===== config.mk =====
export PLATFORM = sky130hd
export DESIGN_NAME = gcir_regs
export DESIGN_NICKNAME = d
export VERILOG_FILES = /design/src/gcir_pkg.sv /design/src/gcir_regs.sv
export VERILOG_INCLUDE_DIRS = /design/src
export SDC_FILE = /design/constraint.sdc
export NUM_CORES = 1
export LEC_CHECK = 0
export BUFFER_PORTS_ARGS = -buffer_cell sky130_fd_sc_hd__clkbuf_2
export CAP_MARGIN = 5
export CORE_MARGIN = 5
export CORE_UTILIZATION = 30
export CTS_CLUSTER_DIAMETER = 60
export CTS_CLUSTER_SIZE = 30
export DETAILED_ROUTE_END_ITERATION = 8
export SLEW_MARGIN = 0
export SYNTH_ARGS = -nofsm -noshare
export SYNTH_HDL_FRONTEND = slang
export SYNTH_SLANG_ARGS = --single-unit

===== constraint.sdc =====
create_clock -name core_clk -period 2.5 [get_ports core_clk]
set_clock_uncertainty 0.15 [all_clocks]
set_input_delay 0.375 -clock core_clk [delete_from_list [all_inputs] [get_ports core_clk]]
set_output_delay 0.375 -clock core_clk [all_outputs]
set_load 0.02 [all_outputs]

===== src/gcir_cfg.svh =====
// Offsets, field positions, reset values and timing of the global control register group.
`ifndef GCIR_CFG_SVH
`define GCIR_CFG_SVH

// ==========================================================
// Byte offsets on the management interface
`define GCIR_OFF_ID0 16'h0000
`define GCIR_OFF_ID1 16'h0001
`define GCIR_OFF_ID2 16'h0002
`define GCIR_OFF_REV 16'h0003
`define GCIR_OFF_WAKE 16'h0006
`define GCIR_OFF_GSTAT 16'h0010
`define GCIR_OFF_GMASK 16'h0014
`define GCIR_OFF_PSTAT 16'h0018
`define GCIR_OFF_PMASK 16'h001C
// Words are big-endian, so bit 31 lives at the word's first byte, bit 7.
`define GCIR_OFF_GSTAT_MSB 16'h0010
`define GCIR_OFF_GMASK_MSB 16'h0014
// Port bits 6:0 live in the word's last byte.
`define GCIR_OFF_PSTAT_LSB 16'h001B
`define GCIR_OFF_PMASK_LSB 16'h001F

// ==========================================================
// Field positions
`define GCIR_BIT_SRST 0
`define GCIR_REV_MSB 7
`define GCIR_REV_LSB 4
`define GCIR_BIT_WAKE_EN 1
`define GCIR_BIT_WAKE_POL 0
`define GCIR_BIT_LOOKUP 7

// ==========================================================
// Reset values
`define GCIR_RST_WAKE_EN 1'b0
`define GCIR_RST_WAKE_POL 1'b0
`define GCIR_RST_GMASK 1'b0
`define GCIR_RST_PMASK 7'h00
`define GCIR_RST_BYTE 8'h00

// ==========================================================
// Timing
`define GCIR_CLK_NS 8
`define GCIR_SRST_NS 128
`define GCIR_SRST_CYC ((`GCIR_SRST_NS + `GCIR_CLK_NS - 1) / `GCIR_CLK_NS)

`endif


===== src/gcir_pkg.sv =====
// Types shared by the global control register group.
package gcir_pkg;
	typedef logic [15:0] gcir_addr_t;
	typedef logic [7:0] gcir_byte_t;
	typedef enum logic {
		GCIR_SR_IDLE,
		GCIR_SR_ACTIVE
	} gcir_srst_state_t;
endpackage


===== src/gcir_regs.sv =====
// Global operation control and interrupt aggregation register group.
// Behaviour
// Identification bytes at 0x0000..0x0002 are fixed and read-only, MSB at 0x0001.
// Revision in byte 0x0003 bits 7:4; bits 3:1 reserved, read-only.
// Writing one to 0x0003 bit 0 resets data path, keeps register contents.
// Soft reset bit reads zero after reset and clears itself when done.
// Byte 0x0006 bit 1 enables the wake event pin, default disabled.
// Byte 0x0006 bit 0 picks wake pin polarity, default active low.
// Word 0x0010 bit 31 mirrors the lookup engine request, other bits zero.
// Word 0x0014 bit 31 masks the lookup engine interrupt, one disables.
// Word 0x0018 bits 6:0 show per-port pending requests, read-only.
// Word 0x001C bits 6:0 mask per-port interrupts, reset to zero.
// Lookup status only reflects its sources; writes never clear it.
// Multi-byte words are big-endian; every byte is accessed on its own.
// Interrupt request is high while any unmasked status bit is one.
`timescale 1ns/1ps
`include "gcir_cfg.svh"

module gcir_regs #(
	parameter int unsigned NUM_PORTS = 7,
	parameter int unsigned SRST_CYCLES = `GCIR_SRST_CYC,
	parameter logic [7:0] CHIP_ID_B0 = 8'h11, // Arbitrary value.
	parameter logic [15:0] CHIP_ID = 16'h5A3C, // Arbitrary value.
	parameter logic [3:0] REV_ID = 4'h1 // Arbitrary value.
) (
	input wire logic core_clk,
	input wire logic rst_b,
	input wire gcir_pkg::gcir_addr_t reg_addr,
	input wire logic reg_wr,
	input wire gcir_pkg::gcir_byte_t reg_wdata,
	input wire logic reg_rd,
	output gcir_pkg::gcir_byte_t reg_rdata,
	output logic reg_rvalid,
	input wire logic lookup_irq,
	input wire logic [6:0] port_irq,
	input wire logic wake_evt,
	output logic wake_out,
	output logic wake_oe,
	output logic datapath_rst,
	output logic irq_req
);
	import gcir_pkg::*;

	// ==========================================================
	// Elaboration checks
	// The port fields occupy exactly seven bits and the counter is eight bits wide.
	generate
		if (NUM_PORTS != 7) begin : g_bad_ports
			$error("NUM_PORTS must be 7");
		end
		if (SRST_CYCLES < 1 || SRST_CYCLES > 255) begin : g_bad_srst
			$error("SRST_CYCLES must be 1 to 255");
		end
	endgenerate

	localparam logic [7:0] SRST_LOAD = 8'(SRST_CYCLES);

	// ==========================================================
	// Address decode
	// One compare shared by the write and read paths keeps both maps in step.
	function automatic logic hit(input gcir_addr_t a, input gcir_addr_t off);
		hit = (a == off);
	endfunction

	// ==========================================================
	// Register state
	logic wake_en_reg, wake_en_next;
	logic wake_pol_reg, wake_pol_next;
	logic gmask_reg, gmask_next;
	logic [6:0] pmask_reg, pmask_next;
	logic gstat_reg, gstat_next;
	logic [6:0] pstat_reg, pstat_next;
	logic [6:0] port_pend;
	logic irq_next;
	logic wake_out_next, wake_oe_next;
	gcir_srst_state_t sr_state_reg, sr_state_next;
	logic [7:0] sr_cnt_reg, sr_cnt_next;
	gcir_byte_t rdata_next;
	logic rvalid_next;
	logic srst_wr;

	// A soft reset is requested by a one in bit 0 of the revision byte.
	assign srst_wr = reg_wr && hit(reg_addr, `GCIR_OFF_REV) && reg_wdata[`GCIR_BIT_SRST];

	// Per-port pending terms, one per port.
	generate
		for (genvar p = 0; p < 7; p++) begin : g_port
			assign port_pend[p] = pstat_reg[p] & ~pmask_reg[p];
		end
	endgenerate

	// ==========================================================
	// Control registers and status capture
	// Only the first lookup mask byte and the last port mask byte hold live bits; the reserved bytes ignore writes.
	always_comb begin
		wake_en_next = wake_en_reg;
		wake_pol_next = wake_pol_reg;
		gmask_next = gmask_reg;
		pmask_next = pmask_reg;
		if (reg_wr && hit(reg_addr, `GCIR_OFF_WAKE)) begin
			wake_en_next = reg_wdata[`GCIR_BIT_WAKE_EN];
			wake_pol_next = reg_wdata[`GCIR_BIT_WAKE_POL];
		end
		if (reg_wr && hit(reg_addr, `GCIR_OFF_GMASK_MSB)) begin
			gmask_next = reg_wdata[`GCIR_BIT_LOOKUP];
		end
		if (reg_wr && hit(reg_addr, `GCIR_OFF_PMASK_LSB)) begin
			pmask_next = reg_wdata[6:0];
		end
		// Status copies follow their sources; no write path exists, so writes cannot clear them.
		gstat_next = lookup_irq;
		pstat_next = port_irq;
		irq_next = (gstat_reg & ~gmask_reg) | (|port_pend);
	end

	always_ff @(posedge core_clk or negedge rst_b) begin
		if (!rst_b) begin
			wake_en_reg <= `GCIR_RST_WAKE_EN;
			wake_pol_reg <= `GCIR_RST_WAKE_POL;
			gmask_reg <= `GCIR_RST_GMASK;
			pmask_reg <= `GCIR_RST_PMASK;
			gstat_reg <= 1'b0;
			pstat_reg <= 7'h00;
			irq_req <= 1'b0;
		end else begin
			wake_en_reg <= wake_en_next;
			wake_pol_reg <= wake_pol_next;
			gmask_reg <= gmask_next;
			pmask_reg <= pmask_next;
			gstat_reg <= gstat_next;
			pstat_reg <= pstat_next;
			irq_req <= irq_next;
		end
	end

	// ==========================================================
	// Soft reset sequencer
	// Register contents live outside this sequencer, so they survive the pulse.
	// A new request during the pulse restarts the count, so it is never lost.
	always_comb begin
		sr_state_next = sr_state_reg;
		sr_cnt_next = sr_cnt_reg;
		case (sr_state_reg)
			GCIR_SR_IDLE: begin
				if (srst_wr) begin
					sr_state_next = GCIR_SR_ACTIVE;
					sr_cnt_next = SRST_LOAD;
				end
			end
			GCIR_SR_ACTIVE: begin
				if (srst_wr) begin
					sr_cnt_next = SRST_LOAD;
				end else if (sr_cnt_reg == 8'h01) begin
					sr_state_next = GCIR_SR_IDLE;
					sr_cnt_next = 8'h00;
				end else begin
					sr_cnt_next = sr_cnt_reg - 8'h01;
				end
			end
			default: begin
				sr_state_next = GCIR_SR_IDLE;
				sr_cnt_next = 8'h00;
			end
		endcase
	end

	always_ff @(posedge core_clk or negedge rst_b) begin
		if (!rst_b) begin
			sr_state_reg <= GCIR_SR_IDLE;
			sr_cnt_reg <= 8'h00;
		end else begin
			sr_state_reg <= sr_state_next;
			sr_cnt_reg <= sr_cnt_next;
		end
	end

	// The data path is held in reset for as long as the bit reads one.
	assign datapath_rst = (sr_state_reg == GCIR_SR_ACTIVE);

	// ==========================================================
	// Wake event pin
	// A disabled pin is released rather than driven to its idle level.
	always_comb begin
		wake_oe_next = wake_en_reg;
		wake_out_next = wake_pol_reg ? wake_evt : ~wake_evt;
	end

	always_ff @(posedge core_clk or negedge rst_b) begin
		if (!rst_b) begin
			wake_oe <= 1'b0;
			wake_out <= 1'b1;
		end else begin
			wake_oe <= wake_oe_next;
			wake_out <= wake_out_next;
		end
	end

	// ==========================================================
	// Read path
	// One byte per request, answered one cycle later; unmapped bytes read zero.
	always_comb begin
		rdata_next = `GCIR_RST_BYTE;
		rvalid_next = reg_rd;
		if (reg_rd) begin
			if (hit(reg_addr, `GCIR_OFF_ID0)) begin
				rdata_next = CHIP_ID_B0;
			end else if (hit(reg_addr, `GCIR_OFF_ID1)) begin
				rdata_next = CHIP_ID[15:8];
			end else if (hit(reg_addr, `GCIR_OFF_ID2)) begin
				rdata_next = CHIP_ID[7:0];
			end else if (hit(reg_addr, `GCIR_OFF_REV)) begin
				rdata_next = {REV_ID, 3'b000, datapath_rst};
			end else if (hit(reg_addr, `GCIR_OFF_WAKE)) begin
				rdata_next = {6'b000000, wake_en_reg, wake_pol_reg};
			end else if (hit(reg_addr, `GCIR_OFF_GSTAT_MSB)) begin
				rdata_next = {gstat_reg, 7'b0000000};
			end else if (hit(reg_addr, `GCIR_OFF_GMASK_MSB)) begin
				rdata_next = {gmask_reg, 7'b0000000};
			end else if (hit(reg_addr, `GCIR_OFF_PSTAT_LSB)) begin
				rdata_next = {1'b0, pstat_reg};
			end else if (hit(reg_addr, `GCIR_OFF_PMASK_LSB)) begin
				rdata_next = {1'b0, pmask_reg};
			end
		end
	end

	always_ff @(posedge core_clk or negedge rst_b) begin
		if (!rst_b) begin
			reg_rdata <= `GCIR_RST_BYTE;
			reg_rvalid <= 1'b0;
		end else begin
			reg_rdata <= rdata_next;
			reg_rvalid <= rvalid_next;
		end
	end
endmodule


==> results.cfg <==
[run_status]
status = finished clean

[grt]
grt_pass1_wl_um = 7270
grt_max_degree = 40
grt_usage_pct = 12.1
grt_pass1_vias = 1486
grt_antenna_before_repair = 0
grt_overflow = 0

[worst_setup_path]
cp_slowest_stage_delay_ps = 700
path_cells = clkbuf_2, or4_1, nor4_4, nand2_4, mux2_4
rr_worst_depth = 4
cp.arrival_ps = 2020
r2r_start = datapath_rst$_DFF_PN0_
crit_buf_inv = 1
cp-end-kind = register
worst-r2r-setup-slack_ps = 660
critPathLaunchType = primary input
worstPathMaxFanout = 7
reg2reg_to = sr_cnt_reg[5]$_DFFE_PN0P_
worst_ep_required_time_ps = 2520
cp_top_family = simple AND/OR/NAND/NOR gates
critPathKind = in -> reg
cp_slowest_cell = or4_1

[synth]
synth.avg_cell_area_um2 = 10.8
yosys_warnings = 0
ys_types = 42
synth-edff-count = 0
yosys_register_bits = 39
ys_seq_area_share_pct = 52.2
mappedNetlistNets = 212
syn-cell-area_mm2 = 0.00187
async_flop_share_pct = 100
synth_cells = 173
yosys_most_used_dff = dfrtp_1

[power_and_ir_drop]
power_density_mw_per_mm2 = 499
switching_share_pct = 23.6
power_leakage_nw = 1.09
p_seq_share_pct = 56.4
switchingPower_uw = 269
ir_drop_v = 0.000330
clkPwrFrac_pct = 35.7
internal_power_uw = 870
comb_power_share_pct = 7.9
totalPowerFinal_mw = 1.14

[placement]
dp_cells = 292
finalWeightedCongestion = 0.791
dp_hpwl_um = 3340
dpl-instance-area_mm2 = 0.00219
place_ws_ps = 195
io_buffers = 49

[final_layout]
layout-drive-gt1-share_pct = 34.1
multi_input_area_um2 = 816
fin_cells = 301
register_area_um2 = 977
n_antenna_cell = 0
nets = 264
final_area_mm2 = 0.00228
final_util_pct = 38.1
areaGrowthSynthToFinish_pct = 22.0
nFillCells = 612

[timing]
rsz0062_at_grt = no
slew_headroom_pct = 66.8
slew_violations = 0
setup_tns_ps = 0
achievable-frequency_ghz = 0.500
final-setup-viol-count = 0
tightest_slew_ps = 498
post-route-min-period_ps = 2000
period_share_pct = 80.0
timing.hold.ws_ps = 30.1
hold_viol = 0
layout_setup_ws_ps = 500

[route]
drc = 0
wl_per_cell_um = 14.7
drt_iter0_drc = 60
ant_nets = 0
route.vias.total = 1473
via_per_inst = 4.89
first_pass_iters = 4
postRouteWirelength_um = 4420

[run]
maxCapViolations = 0

[worst_hold_path]
holdPathStages = 1
holdPathEnd = gstat_reg$_DFF_PN0_
min_from = lookup_irq
worstHoldPathType = in -> reg

[die]
die_area_mm2 = 0.00792
io_pins = 50
die_y_um = 89.0
coreArea_mm2 = 0.00599
initial_core_util_pct = 31.2
die_w_um = 89.0
row_count = 28

[cts]
cts_sinks = 39
cts-root-buf = clkbuf_8
numCtsBuffers = 5
clock_latency_ps = 290
cts_tree = built
htree_levels = 2
clk_pin_slew_ps = 70
cts_resized = 0
clock_path_buffers = 2
cts_setup_buffers = 0
## cell families after synthesis
group / share of synthesized area [%]
muxes: 9.09
xor gates and xnor gates: 0.468
buffers and inverters: 4.21
and+or+nand+nor: 22.4
DFF: 52.2
adders and majority gates: 1.34
AOI/OAI and AO/OA: 10.3
## power by group through the flow
| stage | combinational (mW) | clock, mW | sequential [mW] |
|---|---|---|---|
| 2_1_floorplan | 0.0307 | 0 | 0.656 |
| 3_3_place_gp | 0.0887 | 0 | 0.654 |
| 3_5_place_dp | 0.0899 | 0 | 0.654 |
| 4_1_cts | 0.0912 | 0.423 | 0.642 |
| 5_1_grt | 0.101 | 0.449 | 0.642 |
| 6_report | 0.0901 | 0.407 | 0.642 |
## worst reg2reg max path: stages (launching register included)
cell and delay [ps]:
dfrtp_1 490, or3b_2 530, nor4_1 260, a21oi_1 110, a211oi_1 210
## worst max path at each step
| stage | start | end | slack [ps] | cells past startpoint |
|---|---|---|---|---|
| 5_1_grt | datapath_rst$_DFF_PN0_ | sr_cnt_reg[5]$_DFFE_PN0P_ | 410 | 4 |
| 4_1_cts | reg_addr[9] | pmask_reg[6]$_DFFE_PN0P_ | 500 | 5 |
| 6_report | reg_addr[9] | pmask_reg[6]$_DFFE_PN0P_ | 500 | 5 |
| 3_5_place_dp | reg_addr[9] | pmask_reg[1]$_DFFE_PN0P_ | 200 | 5 |
| 3_3_place_gp | reg_addr[9] | pmask_reg[1]$_DFFE_PN0P_ | 230 | 5 |
| 2_1_floorplan | reg_addr[9] | pmask_reg[0]$_DFFE_PN0P_ | 440 | 5 |
## per-layer routing
| layer | wire length (um) | part of all wire (%) | GRT usage [%] |
|---|---|---|---|
| met1 | 1940 | 44 | 15.3 |
| met2 | 2110 | 48 | 19.0 |
| met3 | 331 | 7.5 | 5.16 |
| met4 | 40 | 0.91 | 3.25 |
| met5 | 0 | 0 | 0 |
## timing repair
action                                 CTS  global route
setup endpoints to repair                0             0
hold buffers                             1             0
endpoints found under the hold margin   20             0
## area by class of cell
class | instances | area share [%]
multi-input cells | 116 | 35.7
well taps | 75 | 4.11
inverters | 10 | 1.64
flip-flops and latches | 39 | 42.8
clock inverters | 1 | 0.219
repair buffers | 53 | 12.2
clock buffers | 7 | 3.34
## cells in the final DEF, fill, tap and decap left out, drive strengths merged
master | Yosys | layout
nand2 | 18 | 18
xnor2 | 1 | 1
buf | 4 | 3
nand2b | 2 | 2
nor4 | 10 | 10
or4 | 3 | 3
mux2 | 11 | 11
clkinv | 0 | 1
nor2b | 2 | 2
nor3b | 1 | 1
dfrtp | 38 | 38
dlygate4sd3 | 0 | 1
o22ai | 4 | 4
inv | 10 | 10
mux2i | 2 | 2
a211oi | 1 | 1
nand3b | 1 | 1
nor2 | 6 | 6
o31a | 1 | 1
a21o | 1 | 1
nand4 | 3 | 3
or3b | 1 | 1
and4 | 2 | 2
a211o | 1 | 1
a22oi | 2 | 2
ha | 2 | 2
or3 | 2 | 2
nor3 | 5 | 5
o21ai | 11 | 11
o31ai | 1 | 1
a21boi | 1 | 1
dfstp | 1 | 1
nand3 | 8 | 8
clkbuf | 4 | 56
a21oi | 10 | 10
nor4b | 1 | 1
or4b | 2 | 2
## cells in the mapped netlist, drive strengths merged, types with 3 or more instances
| master | instances | share of area, % |
|---|---|---|
| inv | 10 | 2.0 |
| o21ai | 11 | 2.9 |
| nand2 | 18 | 4.0 |
| nand3 | 8 | 2.1 |
| nand4 | 3 | 1.0 |
| or4 | 3 | 1.4 |
| o22ai | 4 | 1.3 |
| clkbuf | 4 | 0.80 |
| buf | 4 | 1.4 |
| nor4 | 10 | 5.3 |
| a21oi | 10 | 2.7 |
| dfrtp | 38 | 51 |
| mux2 | 11 | 8.0 |
| nor2 | 6 | 1.2 |
| nor3 | 5 | 1.6 |
No activity file was read; power rests on OpenSTA's default activity.
